--- src/inc/snpc_pkg.sv ---
// Purpose: shared constants and types of the bus notify and pin-control block
// Assumes: 10 MHz system clock, 8-bit IO port, 32-bit sideband port
// Notes: IO and sideband offsets are separate spaces, so 10h appears twice
package snpc_pkg;
   // system clock and slow status domain
   localparam int SYS_CLK_HZ = 10_000_000;
   localparam int SLOW_CLK_HZ = 64_000;
   localparam int SLOW_TICK_DIV = SYS_CLK_HZ / SLOW_CLK_HZ;

   // IO register offsets (byte addresses)
   localparam logic [7:0] OFS_PIN_CTL = 8'h0F;
   localparam logic [7:0] OFS_NOTIFY_STS = 8'h10;
   localparam logic [7:0] OFS_NOTIFY_CMD = 8'h11;
   localparam logic [7:0] OFS_NOTIFIER_ADDR = 8'h14;
   localparam logic [7:0] OFS_NOTIFY_LOW = 8'h16;
   localparam logic [7:0] OFS_NOTIFY_HIGH = 8'h17;

   // sideband private register offsets (dword aligned)
   localparam logic [7:0] OFS_WDT_CFG = 8'h00;
   localparam logic [7:0] OFS_GEN_CTL = 8'h0C;
   localparam logic [7:0] OFS_PWR_CTL = 8'h10;

   // field positions
   localparam int BIT_CLK_OVR = 2;
   localparam int BIT_DATA_LVL = 1;
   localparam int BIT_CLK_LVL = 0;
   localparam int BIT_NOTIFY_FLAG = 0;
   localparam int BIT_ALERT_BLOCK = 2;
   localparam int BIT_NOTIFY_WAKE = 1;
   localparam int BIT_NOTIFY_IRQ = 0;
   localparam int BIT_WDT_IRQ_EN = 7;
   localparam int BIT_FUNC_OFF = 0;
   localparam int BIT_SLEEP_ALLOW = 3;
   localparam int BIT_HOT_GATE = 2;
   localparam int BIT_DEEP_IDLE = 1;
   localparam int BIT_PG_REQ_EN = 0;

   // reset values
   localparam logic [7:0] RST_PIN_CTL = 8'h04;
   localparam logic [2:0] RST_NOTIFY_CMD = 3'h0;
   localparam logic [31:0] RST_WDT_CFG = 32'h0000_0000;
   localparam logic [31:0] RST_GEN_CTL = 32'h0000_0000;
   localparam logic [31:0] RST_PWR_CTL = 32'h0000_0009;

   // notify message: host address with write bit, and byte count
   localparam logic [7:0] HOST_ADDR_BYTE = 8'h10;
   localparam logic [2:0] NOTIFY_BYTES = 3'h4;
   localparam logic [3:0] BITS_PER_BYTE = 4'h8;

   // receiver states
   typedef enum logic [3:0] {
      SNPC_RX_IDLE = 4'h1,
      SNPC_RX_BITS = 4'h2,
      SNPC_RX_ACK = 4'h4,
      SNPC_RX_SKIP = 4'h8
   } snpc_rx_t;

   // whole state of the block
   typedef struct packed {
      logic [1:0] scl_s;
      logic [1:0] sda_s;
      logic [1:0] alert_s;
      logic scl_p;
      logic sda_p;
      logic [7:0] tick_cnt;
      logic clk_ovr_n;
      logic notify_flag;
      logic [2:0] cmd;
      logic sts_pend;
      logic cmd_pend;
      logic [2:0] cmd_val;
      logic [6:0] naddr;
      logic [7:0] nlow;
      logic [7:0] nhigh;
      logic [6:0] tmp_addr;
      logic [7:0] tmp_low;
      logic [7:0] tmp_high;
      snpc_rx_t rx;
      logic [3:0] bitcnt;
      logic [2:0] bytecnt;
      logic [7:0] shreg;
      logic wdt_en;
      logic func_off;
      logic sleep_allow;
      logic pg_en;
      logic [7:0] io_rdata;
      logic [31:0] sb_rdata;
      logic scl_oe;
      logic sda_oe;
      logic irq_b;
      logic smi_n;
      logic wake_flag;
      logic [7:0] wdt_lines;
      logic cfg_dis;
      logic pg_req;
      logic sleep;
   } snpc_state_t;
endpackage

--- src/hdl/snpc_top.sv ---
// Purpose: notify receiver, pin control and sideband controls of a system bus controller
// Assumes: pins and alert are asynchronous; io and sideband strobes are on clk_sys
// Notes: status and command writes land on the next 64 kHz tick
`timescale 1ns/100ps

// Functional notes
// - override bit low forces clock pin low
// - pin register bit 1 shows data level
// - pin register bit 0 shows clock level
// - pin register reset only by resume reset
// - flag set after complete successful notify
// - write one clears flag, zero ignored
// - flag set: refuse host address byte
// - captured bytes held until flag cleared
// - alert request is status and not block
// - notify wake ORed into bus wake flag
// - notify interrupt is flag and enable
// - route interrupt to line b or mgmt
// - notifier address in bits 7:1, bit0 zero
// - first data byte at offset 16h
// - second data byte at offset 17h
// - watchdog enable gates selected irq line
// - general control bit 0 disables config
// - sleep only when sleep allow set
// - power gate request when enabled, idle and conditions met
// - power bits 2 and 1 read zero
module snpc_top #(
   parameter int TICK_DIV = snpc_pkg::SLOW_TICK_DIV
) (
   // clock and resets
   input wire logic clk_sys,
   input wire logic nrst,
   input wire logic resume_well_rst_n,
   // io register port
   input wire logic [7:0] io_addr,
   input wire logic io_wr,
   input wire logic io_rd,
   input wire logic [7:0] io_wdata,
   output logic [7:0] io_rdata,
   // sideband register port
   input wire logic [7:0] sb_addr,
   input wire logic sb_wr,
   input wire logic sb_rd,
   input wire logic [31:0] sb_wdata,
   output logic [31:0] sb_rdata,
   // bus pins
   input wire logic scl_i,
   output logic scl_o,
   output logic scl_oe,
   input wire logic sda_i,
   output logic sda_o,
   output logic sda_oe,
   input wire logic alert_n_i,
   // interrupt, wake and watchdog
   input wire logic mgmt_irq_route_sel,
   output logic shared_irq_line_b,
   output logic system_mgmt_irq_n,
   input wire logic other_wake_evt,
   input wire logic bus_wake_clr,
   output logic bus_wake_flag,
   input wire logic watchdog_evt,
   input wire logic [2:0] watchdog_irq_select,
   output logic [7:0] watchdog_irq_lines,
   // function and power control
   output logic cfg_space_disable,
   input wire logic pg_conditions_met,
   output logic power_gate_req,
   output logic sleep_assert
);
   snpc_pkg::snpc_state_t s_q;
   snpc_pkg::snpc_state_t s_d;

   // divider register is 8 bits wide and must wrap at least once
   if (TICK_DIV < 2 || TICK_DIV > 256) begin
      $error("snpc_top: TICK_DIV out of range");
   end

   localparam logic [7:0] TICK_LAST = 8'(TICK_DIV - 1);

   // helper terms read by the single combinational process
   logic scl_lvl;
   logic sda_lvl;
   logic scl_rise;
   logic scl_fall;
   logic start_cond;
   logic stop_cond;
   logic tick;
   logic [7:0] rx_byte;
   logic alert_req;
   logic notify_irq;
   logic any_irq;
   logic rx_idle;

   // only second synchroniser stages are looked at
   assign scl_lvl = s_q.scl_s[1];
   assign sda_lvl = s_q.sda_s[1];
   assign scl_rise = scl_lvl & ~s_q.scl_p;
   assign scl_fall = ~scl_lvl & s_q.scl_p;
   assign start_cond = s_q.scl_p & scl_lvl & s_q.sda_p & ~sda_lvl;
   assign stop_cond = s_q.scl_p & scl_lvl & ~s_q.sda_p & sda_lvl;
   assign tick = (s_q.tick_cnt == TICK_LAST);
   assign rx_byte = s_q.shreg;

   // interrupt sources, alert status is the synced active-low pin
   assign alert_req = s_q.alert_s[1] == 1'b0 && !s_q.cmd[snpc_pkg::BIT_ALERT_BLOCK];
   assign notify_irq = s_q.notify_flag & s_q.cmd[snpc_pkg::BIT_NOTIFY_IRQ];
   assign any_irq = notify_irq | alert_req;
   assign rx_idle = (s_q.rx == snpc_pkg::SNPC_RX_IDLE) && !s_q.sts_pend && !s_q.cmd_pend;

   // next-state logic for the whole block
   always_comb begin
      logic notify_done;
      logic wake_set;
      notify_done = 1'b0;
      wake_set = 1'b0;
      s_d = s_q;

      // synchronisers and edge history
      s_d.scl_s = {s_q.scl_s[0], scl_i};
      s_d.sda_s = {s_q.sda_s[0], sda_i};
      s_d.alert_s = {s_q.alert_s[0], alert_n_i};
      s_d.scl_p = scl_lvl;
      s_d.sda_p = sda_lvl;

      // 64 kHz tick for the slow status domain
      s_d.tick_cnt = tick ? 8'h00 : s_q.tick_cnt + 8'h01;

      // io writes; slow-domain registers only queue the write
      if (io_wr) begin
         case (io_addr)
            snpc_pkg::OFS_PIN_CTL: begin
               // resume well register, nrst leaves it alone
               s_d.clk_ovr_n = io_wdata[snpc_pkg::BIT_CLK_OVR];
            end
            snpc_pkg::OFS_NOTIFY_STS: begin
               if (io_wdata[snpc_pkg::BIT_NOTIFY_FLAG]) begin
                  s_d.sts_pend = 1'b1;
               end
            end
            snpc_pkg::OFS_NOTIFY_CMD: begin
               s_d.cmd_pend = 1'b1;
               s_d.cmd_val = io_wdata[2:0];
            end
            default: begin
            end
         endcase
      end

      // queued writes take effect on the slow tick, software polls for it
      if (tick && s_q.cmd_pend) begin
         s_d.cmd = s_q.cmd_val;
         s_d.cmd_pend = 1'b0;
      end
      if (tick && s_q.sts_pend) begin
         s_d.notify_flag = 1'b0;
         s_d.sts_pend = 1'b0;
      end

      // notify message receiver
      case (s_q.rx)
         snpc_pkg::SNPC_RX_IDLE: begin
            s_d.sda_oe = 1'b0;
         end
         snpc_pkg::SNPC_RX_BITS: begin
            if (scl_rise && s_q.bitcnt != snpc_pkg::BITS_PER_BYTE) begin
               s_d.shreg = {s_q.shreg[6:0], sda_lvl};
               s_d.bitcnt = s_q.bitcnt + 4'h1;
            end else if (scl_fall && s_q.bitcnt == snpc_pkg::BITS_PER_BYTE) begin
               // decide on acknowledge of the byte just shifted in
               s_d.rx = snpc_pkg::SNPC_RX_ACK;
               s_d.sda_oe = 1'b1;
               s_d.bytecnt = s_q.bytecnt + 3'h1;
               case (s_q.bytecnt)
                  3'h0: begin
                     // busy flag refuses a new message at the host address
                     if (rx_byte != snpc_pkg::HOST_ADDR_BYTE || s_q.notify_flag) begin
                        s_d.rx = snpc_pkg::SNPC_RX_SKIP;
                        s_d.sda_oe = 1'b0;
                     end
                  end
                  3'h1: s_d.tmp_addr = rx_byte[7:1];
                  3'h2: s_d.tmp_low = rx_byte;
                  3'h3: s_d.tmp_high = rx_byte;
                  default: begin
                     // too many bytes: not a notify message
                     s_d.rx = snpc_pkg::SNPC_RX_SKIP;
                     s_d.sda_oe = 1'b0;
                  end
               endcase
            end
         end
         snpc_pkg::SNPC_RX_ACK: begin
            // hold data low for one whole clock high phase
            // the sender samples the ack while the clock is high
            if (scl_fall) begin
               s_d.sda_oe = 1'b0;
               s_d.bitcnt = 4'h0;
               s_d.rx = snpc_pkg::SNPC_RX_BITS;
            end
         end
         snpc_pkg::SNPC_RX_SKIP: begin
            s_d.sda_oe = 1'b0;
         end
         default: begin
            s_d.rx = snpc_pkg::SNPC_RX_IDLE;
            s_d.sda_oe = 1'b0;
         end
      endcase

      // stop ends any message; a full one is committed
      // the clock rise ahead of a stop counts as one bit,
      // so a clean end shows exactly one bit of a fresh byte
      if (stop_cond) begin
         if (s_q.rx == snpc_pkg::SNPC_RX_BITS && s_q.bytecnt == snpc_pkg::NOTIFY_BYTES &&
             s_q.bitcnt == 4'h1) begin
            notify_done = 1'b1;
         end
         s_d.rx = snpc_pkg::SNPC_RX_IDLE;
         s_d.sda_oe = 1'b0;
      end

      // start or repeated start opens a fresh message
      if (start_cond) begin
         s_d.rx = snpc_pkg::SNPC_RX_BITS;
         s_d.bitcnt = 4'h0;
         s_d.bytecnt = 3'h0;
         s_d.sda_oe = 1'b0;
      end

      // capture only while flag is clear; set wins over a queued clear
      // a notify refused at its first byte never gets this far
      if (notify_done && !s_q.notify_flag) begin
         s_d.naddr = s_q.tmp_addr;
         s_d.nlow = s_q.tmp_low;
         s_d.nhigh = s_q.tmp_high;
         s_d.notify_flag = 1'b1;
         s_d.sts_pend = 1'b0;
         wake_set = s_q.cmd[snpc_pkg::BIT_NOTIFY_WAKE];
      end

      // bus wake status, set wins over clear
      if (bus_wake_clr) begin
         s_d.wake_flag = 1'b0;
      end
      if (wake_set || other_wake_evt) begin
         s_d.wake_flag = 1'b1;
      end

      // sideband writes, only dword aligned offsets decode
      if (sb_wr && sb_addr[1:0] == 2'b00) begin
         case (sb_addr)
            snpc_pkg::OFS_WDT_CFG: s_d.wdt_en = sb_wdata[snpc_pkg::BIT_WDT_IRQ_EN];
            snpc_pkg::OFS_GEN_CTL: s_d.func_off = sb_wdata[snpc_pkg::BIT_FUNC_OFF];
            snpc_pkg::OFS_PWR_CTL: begin
               s_d.sleep_allow = sb_wdata[snpc_pkg::BIT_SLEEP_ALLOW];
               s_d.pg_en = sb_wdata[snpc_pkg::BIT_PG_REQ_EN];
            end
            default: begin
            end
         endcase
      end

      // io read data, unmapped offsets read zero
      s_d.io_rdata = 8'h00;
      if (io_rd) begin
         case (io_addr)
            snpc_pkg::OFS_PIN_CTL: begin
               s_d.io_rdata[snpc_pkg::BIT_CLK_OVR] = s_q.clk_ovr_n;
               s_d.io_rdata[snpc_pkg::BIT_DATA_LVL] = sda_lvl;
               s_d.io_rdata[snpc_pkg::BIT_CLK_LVL] = scl_lvl;
            end
            snpc_pkg::OFS_NOTIFY_STS: s_d.io_rdata[snpc_pkg::BIT_NOTIFY_FLAG] = s_q.notify_flag;
            snpc_pkg::OFS_NOTIFY_CMD: s_d.io_rdata[2:0] = s_q.cmd;
            snpc_pkg::OFS_NOTIFIER_ADDR: s_d.io_rdata = {s_q.naddr, 1'b0};
            snpc_pkg::OFS_NOTIFY_LOW: s_d.io_rdata = s_q.nlow;
            snpc_pkg::OFS_NOTIFY_HIGH: s_d.io_rdata = s_q.nhigh;
            default: s_d.io_rdata = 8'h00;
         endcase
      end

      // sideband read data, unsupported gating modes read zero
      s_d.sb_rdata = 32'h0000_0000;
      if (sb_rd && sb_addr[1:0] == 2'b00) begin
         case (sb_addr)
            snpc_pkg::OFS_WDT_CFG: s_d.sb_rdata[snpc_pkg::BIT_WDT_IRQ_EN] = s_q.wdt_en;
            snpc_pkg::OFS_GEN_CTL: s_d.sb_rdata[snpc_pkg::BIT_FUNC_OFF] = s_q.func_off;
            snpc_pkg::OFS_PWR_CTL: begin
               s_d.sb_rdata[snpc_pkg::BIT_SLEEP_ALLOW] = s_q.sleep_allow;
               s_d.sb_rdata[snpc_pkg::BIT_HOT_GATE] = 1'b0;
               s_d.sb_rdata[snpc_pkg::BIT_DEEP_IDLE] = 1'b0;
               s_d.sb_rdata[snpc_pkg::BIT_PG_REQ_EN] = s_q.pg_en;
            end
            default: s_d.sb_rdata = 32'h0000_0000;
         endcase
      end

      // registered outputs
      s_d.scl_oe = ~s_d.clk_ovr_n;
      s_d.irq_b = any_irq & ~mgmt_irq_route_sel;
      s_d.smi_n = ~(any_irq & mgmt_irq_route_sel);
      s_d.wdt_lines = s_q.wdt_en && watchdog_evt ? 8'h01 << watchdog_irq_select : 8'h00;
      s_d.cfg_dis = s_q.func_off;
      s_d.pg_req = s_q.pg_en & rx_idle & pg_conditions_met;
      s_d.sleep = s_q.pg_en & rx_idle & pg_conditions_met & s_q.sleep_allow;

      // resets: resume well keeps the pin register across system reset
      if (!nrst) begin
         // presets match the idle bus, so no false edge follows reset
         s_d.scl_s = 2'b11;
         s_d.sda_s = 2'b11;
         s_d.alert_s = 2'b11;
         s_d.scl_p = 1'b1;
         s_d.sda_p = 1'b1;
         s_d.tick_cnt = 8'h00;
         s_d.notify_flag = 1'b0;
         s_d.cmd = snpc_pkg::RST_NOTIFY_CMD;
         s_d.sts_pend = 1'b0;
         s_d.cmd_pend = 1'b0;
         s_d.cmd_val = 3'h0;
         s_d.naddr = 7'h00;
         s_d.nlow = 8'h00;
         s_d.nhigh = 8'h00;
         s_d.tmp_addr = 7'h00;
         s_d.tmp_low = 8'h00;
         s_d.tmp_high = 8'h00;
         s_d.rx = snpc_pkg::SNPC_RX_IDLE;
         s_d.bitcnt = 4'h0;
         s_d.bytecnt = 3'h0;
         s_d.shreg = 8'h00;
         s_d.wdt_en = snpc_pkg::RST_WDT_CFG[snpc_pkg::BIT_WDT_IRQ_EN];
         s_d.func_off = snpc_pkg::RST_GEN_CTL[snpc_pkg::BIT_FUNC_OFF];
         s_d.sleep_allow = snpc_pkg::RST_PWR_CTL[snpc_pkg::BIT_SLEEP_ALLOW];
         s_d.pg_en = snpc_pkg::RST_PWR_CTL[snpc_pkg::BIT_PG_REQ_EN];
         s_d.io_rdata = 8'h00;
         s_d.sb_rdata = 32'h0000_0000;
         s_d.sda_oe = 1'b0;
         s_d.irq_b = 1'b0;
         s_d.smi_n = 1'b1;
         s_d.wake_flag = 1'b0;
         s_d.wdt_lines = 8'h00;
         s_d.cfg_dis = 1'b0;
         s_d.pg_req = 1'b0;
         s_d.sleep = 1'b0;
      end
      if (!resume_well_rst_n) begin
         s_d.clk_ovr_n = snpc_pkg::RST_PIN_CTL[snpc_pkg::BIT_CLK_OVR];
         s_d.scl_oe = 1'b0;
      end
   end

   // single state register, resets are folded in above
   // both resets are synchronous, so no reset branch here
   always_ff @(posedge clk_sys) begin
      s_q <= s_d;
   end

   // every output except scl_o and sda_o straight from the state register
   assign io_rdata = s_q.io_rdata;
   assign sb_rdata = s_q.sb_rdata;
   assign scl_o = 1'b0; // open drain: only ever pulls low
   assign scl_oe = s_q.scl_oe;
   assign sda_o = 1'b0;
   assign sda_oe = s_q.sda_oe;
   assign shared_irq_line_b = s_q.irq_b;
   assign system_mgmt_irq_n = s_q.smi_n;
   assign bus_wake_flag = s_q.wake_flag;
   assign watchdog_irq_lines = s_q.wdt_lines;
   assign cfg_space_disable = s_q.cfg_dis;
   assign power_gate_req = s_q.pg_req;
   assign sleep_assert = s_q.sleep;
endmodule

--- config.mk ---
export PLATFORM = sky130hd
export DESIGN_NAME = snpc_top
export DESIGN_NICKNAME = d
export VERILOG_FILES = /design/src/inc/snpc_pkg.sv /design/src/hdl/snpc_top.sv
export SDC_FILE = /design/constraint.sdc
export NUM_CORES = 1
export LEC_CHECK = 0
export BUFFER_PORTS_ARGS = -buffer_cell sky130_fd_sc_hd__clkbuf_2
export CORE_MARGIN = 4
export CORE_UTILIZATION = 40
export DETAILED_ROUTE_END_ITERATION = 8
export PLACE_DENSITY_LB_ADDON = 0.05
export SYNTH_ARGS = -nofsm -noshare
export SYNTH_HDL_FRONTEND = slang
export SYNTH_SLANG_ARGS = --single-unit
--- constraint.sdc ---
create_clock -name clk_sys -period 2.25 [get_ports clk_sys]
set_clock_uncertainty 0.1 [all_clocks]
set_input_delay 0.3375 -clock clk_sys [delete_from_list [all_inputs] [get_ports clk_sys]]
set_output_delay 0.3375 -clock clk_sys [all_outputs]
set_load 0.1 [all_outputs]
Word-level counts from Yosys, hierarchy flattened
Index checks and enable logic that the tools add are counted.
{"block": "totals", "elab_cells": 184, "regBits": 151}
{"block": "classes", "n_shift": 1, "n_bitwise": 25, "muxes": 34, "reduce_logical": 51, "n_addsub": 3, "n_eq_ne": 29}
{"op": "$eq 8x5->1 const B", "count": 6}
{"op": "$reduce_and 4->1", "count": 5}
{"op": "$reduce_and 3->1", "count": 6}
{"op": "$eq 8x4->1 const B", "count": 2}
{"op": "$mux 4", "count": 4}
{"op": "$mux 8", "count": 2}
{"op": "$ne 4x4->1 const B", "count": 4}
{"op": "$pmux 4 s2", "count": 2}
{"op": "$reduce_and 2->1", "count": 8}
{"op": "$pmux 5 s3", "count": 1}
{"op": "$and 1x1->1", "count": 13}
{"op": "$logic_and 1x1->1", "count": 13}
{"op": "$mux 1", "count": 13}
{"op": "$pmux 4 s3", "count": 1}
{"op": "$mux 11", "count": 1}
{"op": "$not 1->1", "count": 11}
{"op": "$pmux 2 s5", "count": 1}
{"op": "$mux 3", "count": 3}
{"op": "$mux 9", "count": 1}
{"op": "$reduce_or 3->1", "count": 3}
{"op": "$add 8x1->8 const B", "count": 1}
{"op": "$eq 4x1->1 const B", "count": 2}
{"op": "$eq 4x4->1 const B", "count": 2}
{"op": "$eq 8x8->1 const B", "count": 1}
{"op": "22 further kinds", "count": 37}

Logic depth before layout (Yosys ltp)
Gate-level depths: netlist (run 1).
{"block": "logic_depth", "depth_word": 9, "mapped_depth": 8, "depth_no_buf": 6}

Least setup slack after synthesis (run 1)
Ideal clock, no wire load.
{"block": "synth_timing", "kind": "reg-to-reg", "start": "reg s_q[75] (netlist bit)", "end": "reg s_q[109] (netlist bit)", "arrival_time_ps": 1907, "setup_time_ps": 116, "path_stages_with_launch": 8, "path_slack_ps": 127, "path_buffers": 3, "path_cell_list": "dfxtp_1 or4b_1 buf_6 or4_1 buf_2 buf_6 nand2_1 a21boi_1"}
{"block": "synth_via", "elab_chain_len": 6}
{"item": "start, declared", "line": "snpc_top.sv:70", "rtl": "snpc_pkg::snpc_state_t s_q;"}
{"item": "start signal, assigned", "line": "snpc_top.sv:354", "rtl": "s_q <= s_d;"}
{"item": "$eq 4x2->1", "line": "snpc_top.sv:214", "rtl": "if (s_q.rx == snpc_pkg::SNPC_RX_BITS && s_q.bytecnt == snpc_pkg::NOTIFY_BYTES &&"}
{"item": "$logic_and 1x1->1 (2 in series)", "line": "snpc_top.sv:214"}
{"item": "$mux 1", "line": "snpc_top.sv:214"}
{"item": "$mux 1", "line": "snpc_top.sv:213", "rtl": "if (stop_cond) begin"}
{"item": "$logic_and 1x1->1", "line": "snpc_top.sv:232", "rtl": "if (notify_done && !s_q.notify_flag) begin"}
No other way between the ends.
A chain may end at the register's enable or synchronous reset.

Worst setup path after layout (run 1)
{"block": "layout_timing", "start": "reg s_q[72] (netlist bit)", "end": "reg s_q[103] (netlist bit)"}
{"block": "layout_via", "elab_chain_len": 5}
{"item": "$eq 4x1->1", "line": "snpc_top.sv:215", "rtl": "s_q.bitcnt == 4'h1) begin"}
{"item": "$logic_and 1x1->1", "line": "snpc_top.sv:214"}
{"item": "$mux 1", "line": "snpc_top.sv:214"}
{"item": "$mux 1", "line": "snpc_top.sv:213"}
{"item": "$logic_and 1x1->1", "line": "snpc_top.sv:232"}
No other way between the ends.

==> results of run 1 <==
## worst paths after layout
kind / start / endpoint / slack [ns]
max: s_q[72] / s_q[103] / 0.13
min: scl_i / s_q[149] / 0.03
max reg2reg: s_q[72] / s_q[103] / 0.13
min reg2reg: s_q[147] / s_q[148] / 0.31
## repair_timing
item	CTS	global route
buffers inserted	0	2
gates resized for setup	0	4
hold endpoints to repair	3	0
hold buffers	3	0
setup endpoints to repair	0	23
## cell usage after synthesis, types with 3 or more instances
cell type	number
dfxtp_1	122
nand2_1	79
buf_4	50
nor2_1	43
mux2i_1	38
nor2b_1	33
nand3_1	24
a21boi_1	19
clkbuf_1	18
o21ai_0	16
a21oi_1	13
nand2b_1	13
inv_1	11
ha_1	9
nor3_1	9
nand4_1	8
nor4b_1	8
and2_1	7
xnor2_1	6
a21boi_0	5
and3_1	5
buf_2	5
xor2_1	5
nor4_1	4
buf_6	3
o2bb2ai_1	3
## cells by family after synthesis
| family | after synthesis |
|---|---|
| adder cells (fa/ha/maj) | 9 |
| other | 1 |
| XOR/XNOR | 11 |
| AO/OA/AOI/OAI | 76 |
| flip-flops | 122 |
| multiplexers | 39 |
| buffers and inverters | 90 |
| AND/OR/NAND/NOR | 254 |
## power groups by stage
stage          clock network (mW)  registers [mW]  logic, mW
3_5_place_dp                    0            2.25      0.539
2_1_floorplan                   0            2.29      0.439
4_1_cts                      2.71            2.20      0.545
5_1_grt                      2.82            2.21      0.578
3_3_place_gp                    0            2.25      0.539
6_report                     2.65            2.20      0.545
## per-stage QoR
stage               power (mW)  utilization (%)
floorplan                 2.73                -
global placement          2.78             43.7
detailed placement        2.79             43.7
CTS                       5.46             48.3
global route              5.60             48.6
finish                    5.39             48.6
## final cells by class
| cell class | count | area, µm² |
|---|---|---|
| fillers | 1299 | 6860 |
| clock buffers | 23 | 488 |
| well taps | 176 | 220 |
| multi-input cells | 420 | 2580 |
| inverters | 11 | 41.3 |
| repair buffers | 95 | 623 |
| flip-flops and latches | 122 | 2440 |
| clock inverters | 7 | 91.3 |
## metal layers
layer | vias to the layer above | part of all wire, % | global-route usage (%)
met3 | 9 | 4.5 | 4.78
li1 | 2096 | - | -
met5 | - | 0 | 0
met4 | 0 | 0.98 | 5.74
met2 | 69 | 45 | 23.8
met1 | 1867 | 49 | 20.6
## critical path: cells and delay by family (launching register included)
kind | cells | cell delay, ns
DFF | 1 | 0.33
buffers and inverters | 2 | 0.26
adders and majority gates | 1 | 0.14
and+or+nand+nor | 3 | 1.11
AOI/OAI and AO/OA | 1 | 0.06
## flip-flops by register name, indices dropped and copies added (netlist names)
name,flops
cfg_space_disable,1
shared_irq_line_b,1
s_q,87
sleep_assert,1
scl_oe,1
sda_oe,1
bus_wake_flag,1
power_gate_req,1
io_rdata,8
sb_rdata,3
watchdog_irq_lines,8
rx_byte,8
system_mgmt_irq_n,1
==> impl_metrics.json, run 1 <==
{
  "cp-start-kind": "register",
  "dpl.cell_count": 818,
  "critPathKind": "reg -> reg",
  "p_per_area_nw_per_um2": 831,
  "whs_ns": 0.0296,
  "dr.pass1.iters": 4,
  "clk_pin_slew_ns": 0.05,
  "netSwitchingPower_mw": 1.34,
  "pre_cts_slack_ns": 0.0847,
  "syn_area_um2": 5490,
  "ir_worst_vdd_uv": 464,
  "synth_top_family_by_area": "simple AND/OR/NAND/NOR gates",
  "cts_tree": "yes",
  "portBuffers": 66,
  "finalHoldViolations": 0,
  "ios": 132,
  "antenna_cells": 0,
  "switching_share_pct": 24.9,
  "synth_ff_type": "dfxtp_1",
  "yosys.area_share.xor_xnor_pct": 1.76,
  "dpl.hpwl_mm": 8.24,
  "drc": 0,
  "fmax_mhz": 471,
  "synth_edf_count": 0,
  "rr_worst_depth": 7,
  "clock-root-buffer": "clkbuf_16",
  "path_cells": "inv_1 > ha_1 > or4bb_4 > or4_4 > buf_12 > nand2_1 > a21boi_0",
  "synth.distinct_cells": 59,
  "async_reset_ff_share_pct": 0,
  "syn_inst": 602,
  "min_path_cells": 2,
  "track_usage_pct": 15.5,
  "arrival_ns": 2.32,
  "clockBufferDepth": 2,
  "crit_slowest_cell": "or4bb_4",
  "slew_viol_final": 0,
  "cts.sinks": 122,
  "synthMuxAreaShare_pct": 7.14,
  "finalNonFillerCells": 854,
  "yosys_warnings": 0,
  "row_count": 42,
  "h-tree-depth": 4,
  "final.period_utilization_pct": 94.3,
  "cts_buffers": 17,
  "p_seq_share_pct": 40.9,
  "synthTopCellsByArea": "dfxtp_1, mux2i_1, buf_4",
  "yosysTopAreaCellShare_pct": 44.5,
  "drive_gt1_share_pct": 19.6,
  "area_growth_syn_to_layout_pct": 18.3,
  "finalInstanceArea_um2": 6490,
  "hold_class": "in -> reg",
  "tightestPinTransition_ns": 0.543,
  "synth-simple-area-share_pct": 24.5,
  "drt_iter0_markers": 220,
  "core-area_um2": 13300,
  "antenna_left": 0,
  "drt-wirelength-per-cell_um": 13.9,
  "via_per_inst": 4.73,
  "die_h_um": 125,
  "grt_max_degree": 80,
  "power_frac_comb_pct": 10.1,
  "synth_compound_area_share_pct": 9.42,
  "yosysSeqAreaShare_pct": 44.5,
  "grt_pass1_vias": 4005,
  "globalplace.congestion": 0.835,
  "final-setup-viol-count": 0,
  "p_leak_nw": 2.71,
  "outcome": "finished, final reports clean",
  "initial_utilization_pct": 41.1,
  "finalSetupTns_ns": 0,
  "cap_viol_max_count": 0,
  "required_ns": 2.44,
  "antenna_found_initial": 0,
  "avgSynthCellArea_um2": 9.11,
  "die_area_um2": 15700,
  "grt_pass1_wl_mm": 19.7,
  "place_area_um2": 5830,
  "p_int_mw": 4.05,
  "mostFrequentLayoutCells": "dfxtp_1, nand2_1, clkbuf_2",
  "period_needed_ns": 2.12,
  "nNetsFinal": 750,
  "clkPwrFrac_pct": 49.0,
  "yosys.area.top_type": "dfxtp_1",
  "cp-end-kind": "register",
  "yosys.area_share.adder_pct": 2.05,
  "maxSlewHeadroom_pct": 64.0,
  "die_x_um": 125,
  "fin_ws_ns": 0.129,
  "grt_overflow": 0,
  "crit_path_max_fanout": 24,
  "clk_latency_ns": 0.40,
  "slowest_delay_ns": 0.53,
  "vias": 4041,
  "ys_seq_elements": 122,
  "totalWireLength_mm": 11.9,
  "layout_commonest_cell": "dfxtp_1"
}
Note: power is estimated with default switching activity, not from simulation.
==> run 2, diff against run 1 <==
--- a/config.mk
+++ b/config.mk
@@ -10,6 +10,7 @@
 export CORE_UTILIZATION = 40
 export DETAILED_ROUTE_END_ITERATION = 8
 export PLACE_DENSITY_LB_ADDON = 0.05
+export RECOVER_POWER = 100
 export SYNTH_ARGS = -nofsm -noshare
 export SYNTH_HDL_FRONTEND = slang
 export SYNTH_SLANG_ARGS = --single-unit
==> run 2 against run 1 <==
Compared with the run above:
- global-route usage unchanged
- setup slack lost 0.0056 ns
- combinational power down 2%
- fmax decreased by 0.26%
- total power is 0.23% lower
- sequential cell count stayed put
- non-clock buffer count is the same
- final cell count did not move
- via count about the same
- clock power about the same
- sequential power about the same
==> impl_metrics.json, run 2 (synthesis results as in run 1) <==
{
  "drt_iter0_markers": 234,
  "track_usage_pct": 15.5,
  "rr_worst_depth": 7,
  "clk_pin_slew_ns": 0.05,
  "die_area_um2": 15700,
  "grt_pass1_vias": 4005,
  "mostFrequentLayoutCells": "dfxtp_1, nand2_1, clkbuf_2",
  "row_count": 42,
  "switching_share_pct": 24.9,
  "r2r_end": "s_q[114]",
  "drive_gt1_share_pct": 16.5,
  "grt_pass1_wl_mm": 19.7,
  "die_x_um": 125,
  "pre_cts_slack_ns": 0.0847,
  "cts.sinks": 122,
  "antenna_left": 0,
  "drt-wirelength-per-cell_um": 13.9,
  "layout_commonest_cell": "dfxtp_1",
  "totalWireLength_mm": 11.9,
  "period_needed_ns": 2.13,
  "place_area_um2": 5830,
  "h-tree-depth": 4,
  "crit_end": "s_q[114]",
  "vias": 4038,
  "clk_latency_ns": 0.40,
  "p_per_area_nw_per_um2": 836,
  "antenna_cells": 0,
  "largest_reg_flops": 87,
  "crit_path_start": "s_q[75]",
  "core-area_um2": 13300,
  "cts_tree": "yes",
  "clockBufferDepth": 2,
  "clkPwrFrac_pct": 49.1,
  "arrival_ns": 2.36,
  "netSwitchingPower_mw": 1.34,
  "power_frac_comb_pct": 9.9,
  "required_ns": 2.49,
  "regMostFlops": "s_q",
  "globalplace.congestion": 0.835,
  "cp-end-kind": "register",
  "initial_utilization_pct": 41.1,
  "p_leak_nw": 2.63,
  "die_h_um": 125,
  "nNetsFinal": 750,
  "ios": 132,
  "grt_max_degree": 80,
  "antenna_found_initial": 0,
  "p_seq_share_pct": 40.9,
  "cp-start-kind": "register",
  "maxSlewHeadroom_pct": 22.3,
  "area_growth_syn_to_layout_pct": 17.4,
  "r2r_slack_ns": 0.12,
  "final-setup-viol-count": 0,
  "fmax_mhz": 470,
  "reg2reg_from": "s_q[75]",
  "slew_viol_final": 0,
  "dr.pass1.iters": 4,
  "dpl.hpwl_mm": 8.24,
  "critPathKind": "reg -> reg",
  "cts_buffers": 17,
  "fin_ws_ns": 0.124,
  "grt_overflow": 0,
  "p_int_mw": 4.04,
  "outcome": "finished, final reports clean",
  "ir_worst_vdd_uv": 464,
  "whs_ns": 0.0308,
  "drc": 0,
  "postLayoutCoreUtil_pct": 48.2,
  "finalHoldViolations": 0,
  "clock-root-buffer": "clkbuf_16",
  "hold_class": "in -> reg",
  "via_per_inst": 4.73,
  "cap_viol_max_count": 0,
  "crit_path_max_fanout": 12,
  "tightestPinTransition_ns": 1.17,
  "finalSetupTns_ns": 0,
  "portBuffers": 66,
  "finalInstanceArea_um2": 6440,
  "final.period_utilization_pct": 94.5
}
run 2: metrics by stage:
| stage | instances | power, mW |
|---|---|---|
| finish | 854 | 5.38 |
| global route | 854 | 5.59 |
| CTS | 851 | 5.46 |
| detailed placement | 818 | 2.79 |
| global placement | 818 | 2.78 |
| floorplan | 632 | 2.73 |
run 2: critical path, stage by stage (launching register included):
cell and delay (ns):
dfxtp_1 0.30, or4b_1 0.59, clkbuf_2 0.20, nor4_4 0.30, buf_4 0.19, clkbuf_16 0.17
nand2_1 0.06, a21boi_1 0.14
run 2: how the worst min path moves through the flow:
stage / startpoint / endpoint / cells after the start
finish: scl_i / s_q[149] / 2
global route: sda_i / s_q[147] / 2
CTS: sda_i / s_q[147] / 2
detailed placement: s_q[149] / s_q[150] / 1
global placement: s_q[147] / s_q[148] / 1
floorplan: s_q[145] / s_q[146] / 1
run 2: cell type report:
cell class / count / area, µm²
well taps: 176 / 220
repair buffers: 95 / 572
inverters: 11 / 41.3
flip-flops and latches: 122 / 2440
fillers: 1313 / 6910
clock buffers: 23 / 488
clock inverters: 7 / 91.3
multi-input cells: 420 / 2580
run 2: routing by layer:
metal	part of all wire (%)	GRT usage, %	up-vias
met1	49	20.6	1864
met4	0.98	5.74	0
met2	45	23.8	67
met5	0	0	-
li1	-	-	2098
met3	4.5	4.78	9
run 2: power groups by stage:
stage               Sequential (mW)  Combinational (mW)  Clock [mW]
floorplan                      2.29               0.439           0
global placement               2.25               0.539           0
detailed placement             2.25               0.539           0
CTS                            2.20               0.545        2.71
global route                   2.21               0.568        2.82
finish                         2.20               0.535        2.64
run 2: timing repair:
action	4_1_cts	5_1_grt
setup endpoints to repair	0	23
gates resized for setup	0	4
hold buffers	3	0
hold endpoints to repair	3	0
setup buffers	0	2
==> run 3, diff against run 2 <==
--- a/config.mk
+++ b/config.mk
@@ -6,6 +6,7 @@
 export NUM_CORES = 1
 export LEC_CHECK = 0
 export BUFFER_PORTS_ARGS = -buffer_cell sky130_fd_sc_hd__clkbuf_2
+export CORE_ASPECT_RATIO = 1.4
 export CORE_MARGIN = 4
 export CORE_UTILIZATION = 40
 export DETAILED_ROUTE_END_ITERATION = 8
@@ -14,3 +15,4 @@
 export SYNTH_ARGS = -nofsm -noshare
 export SYNTH_HDL_FRONTEND = slang
 export SYNTH_SLANG_ARGS = --single-unit
+export TNS_END_PERCENT = 30
==> run 3 against run 2 <==
Compared with the run above:
- sequential power about the same
- global-route usage up 0.051 points
- sequential share of layout area up 0.15 points
- critical path depth down 1
- clock power up 2%
- critical endpoint is now s_q[98]
- highest routed layer unchanged
==> impl_metrics.json, run 3 (synthesis results as in run 1) <==
{
  "antenna_left": 0,
  "cp-end-kind": "register",
  "portBuffers": 66,
  "outcome": "finished, final reports clean",
  "core-area_um2": 13400,
  "clkPwrFrac_pct": 49.5,
  "final.period_utilization_pct": 95.5,
  "place_area_um2": 5870,
  "die_h_um": 147,
  "grt_pass1_vias": 4018,
  "p_leak_nw": 2.57,
  "slew_viol_final": 0,
  "largest_reg_flops": 87,
  "globalplace.congestion": 0.834,
  "clock-root-buffer": "clkbuf_16",
  "drive_gt1_share_pct": 15.3,
  "clk_pin_slew_ns": 0.06,
  "mostFrequentLayoutCells": "dfxtp_1, nand2_1, clkbuf_2",
  "rsz0062_at_grt": "yes",
  "finalSetupTns_ns": 0,
  "row_count": 50,
  "postLayoutCoreUtil_pct": 47.9,
  "antenna_cells": 0,
  "cts_setup_buffers": 0,
  "antenna_found_initial": 0,
  "switching_share_pct": 25.0,
  "vias": 4115,
  "hold_class": "in -> reg",
  "clockBufferDepth": 2,
  "fillers": 1367,
  "netSwitchingPower_mw": 1.36,
  "ios": 132,
  "initial_utilization_pct": 41.0,
  "area_growth_syn_to_layout_pct": 16.9,
  "final-setup-viol-count": 0,
  "track_usage_pct": 15.5,
  "layout_commonest_cell": "dfxtp_1",
  "pre_cts_slack_ns": 0.0585,
  "drt-wirelength-per-cell_um": 13.8,
  "regMostFlops": "s_q",
  "nNetsFinal": 751,
  "die_area_um2": 15700,
  "fin_ws_ns": 0.102,
  "period_needed_ns": 2.15,
  "required_ns": 2.44,
  "crit_path_max_fanout": 7,
  "fmax_mhz": 466,
  "arrival_ns": 2.34,
  "dr.pass1.iters": 7,
  "p_seq_share_pct": 40.5,
  "cts_tree": "yes",
  "cap_viol_max_count": 0,
  "grt_overflow": 0,
  "h-tree-depth": 4,
  "cts_buffers": 17,
  "cts.sinks": 122,
  "finalHoldViolations": 0,
  "ir_worst_vdd_uv": 426,
  "grt_max_degree": 69,
  "r2r_slack_ns": 0.10,
  "clk_latency_ns": 0.40,
  "totalWireLength_mm": 11.9,
  "grt_pass1_wl_mm": 19.5,
  "critPathKind": "reg -> reg",
  "p_per_area_nw_per_um2": 848,
  "die_x_um": 107,
  "tightestPinTransition_ns": 1.18,
  "drt_iter0_markers": 128,
  "finalInstanceArea_um2": 6410,
  "p_int_mw": 4.08,
  "dpl.hpwl_mm": 8.73,
  "cp-start-kind": "register",
  "via_per_inst": 4.77,
  "drc": 0,
  "maxSlewHeadroom_pct": 21.8,
  "power_frac_comb_pct": 10.0,
  "finalPower_mw": 5.44
}
==> run 3: changes by cell type in the layout (fill, tap and decap cells not counted), sizes merged <==
cell | previous run | this run
dlygate4sd3 | 3 | 2
clkinv | 4 | 5
clkinvlp | 1 | 4
buf | 17 | 20
bufinv | 2 | 3
clkbuf | 98 | 94
==> run 3: cell type report <==
| type | instances | area [µm²] | area share (%) |
|---|---|---|---|
| well taps | 182 | 228 | 3.55 |
| clock inverters | 12 | 149 | 2.32 |
| flip-flops and latches | 122 | 2440 | 38.1 |
| clock buffers | 20 | 447 | 6.97 |
| multi-input cells | 420 | 2570 | 40.0 |
| inverters | 11 | 41.3 | 0.644 |
| repair buffers | 96 | 537 | 8.37 |
==> run 3: per-stage QoR <==
step / hold WS (ns) / std cells
2_1_floorplan: 0.286 / 632
3_3_place_gp: 0.299 / 829
3_5_place_dp: 0.297 / 829
4_1_cts: 0.00653 / 863
5_1_grt: 0.0126 / 863
6_report: 0.0272 / 863
==> run 3: final timing paths <==
| kind | depth (start not counted) | to | startpoint |
|---|---|---|---|
| worst max-delay path | 6 | s_q[98] | s_q[75] |
| worst min-delay path | 2 | s_q[149] | scl_i |
| worst max register to register | 6 | s_q[98] | s_q[75] |
| worst min register to register | 1 | s_q[146] | s_q[145] |
==> run 3: power groups by stage <==
stage / Combinational, mW / Sequential, mW / Clock (mW)
2_1_floorplan: 0.439 / 2.29 / 0
3_3_place_gp: 0.543 / 2.25 / 0
3_5_place_dp: 0.545 / 2.25 / 0
4_1_cts: 0.549 / 2.20 / 2.77
5_1_grt: 0.576 / 2.20 / 2.86
6_report: 0.543 / 2.20 / 2.69
==> run 3: layer usage <==
| layer | part of all wire (%) | vias up | track usage, % |
|---|---|---|---|
| li1 | - | 2107 | - |
| met3 | 3.8 | 12 | 4.07 |
| met2 | 50 | 79 | 27.6 |
| met1 | 45 | 1917 | 18.2 |
| met4 | 1.2 | 0 | 4.48 |
| met5 | 0 | - | 0 |
==> run 3: worst max-delay path: stages, from the launching register on <==
cell and delay, ns:
dfxtp_1 0.31, or4b_1 0.58, clkbuf_2 0.20, nor4_2 0.42
buf_12 0.19, mux2i_1 0.19, nor2b_1 0.06
==> run 3: what timing repair did <==
action / 4_1_cts / 5_1_grt
gates resized for setup: 0 / 1
hold buffers: 2 / 0
hold endpoints to repair: 2 / 0
setup endpoints to repair: 0 / 18
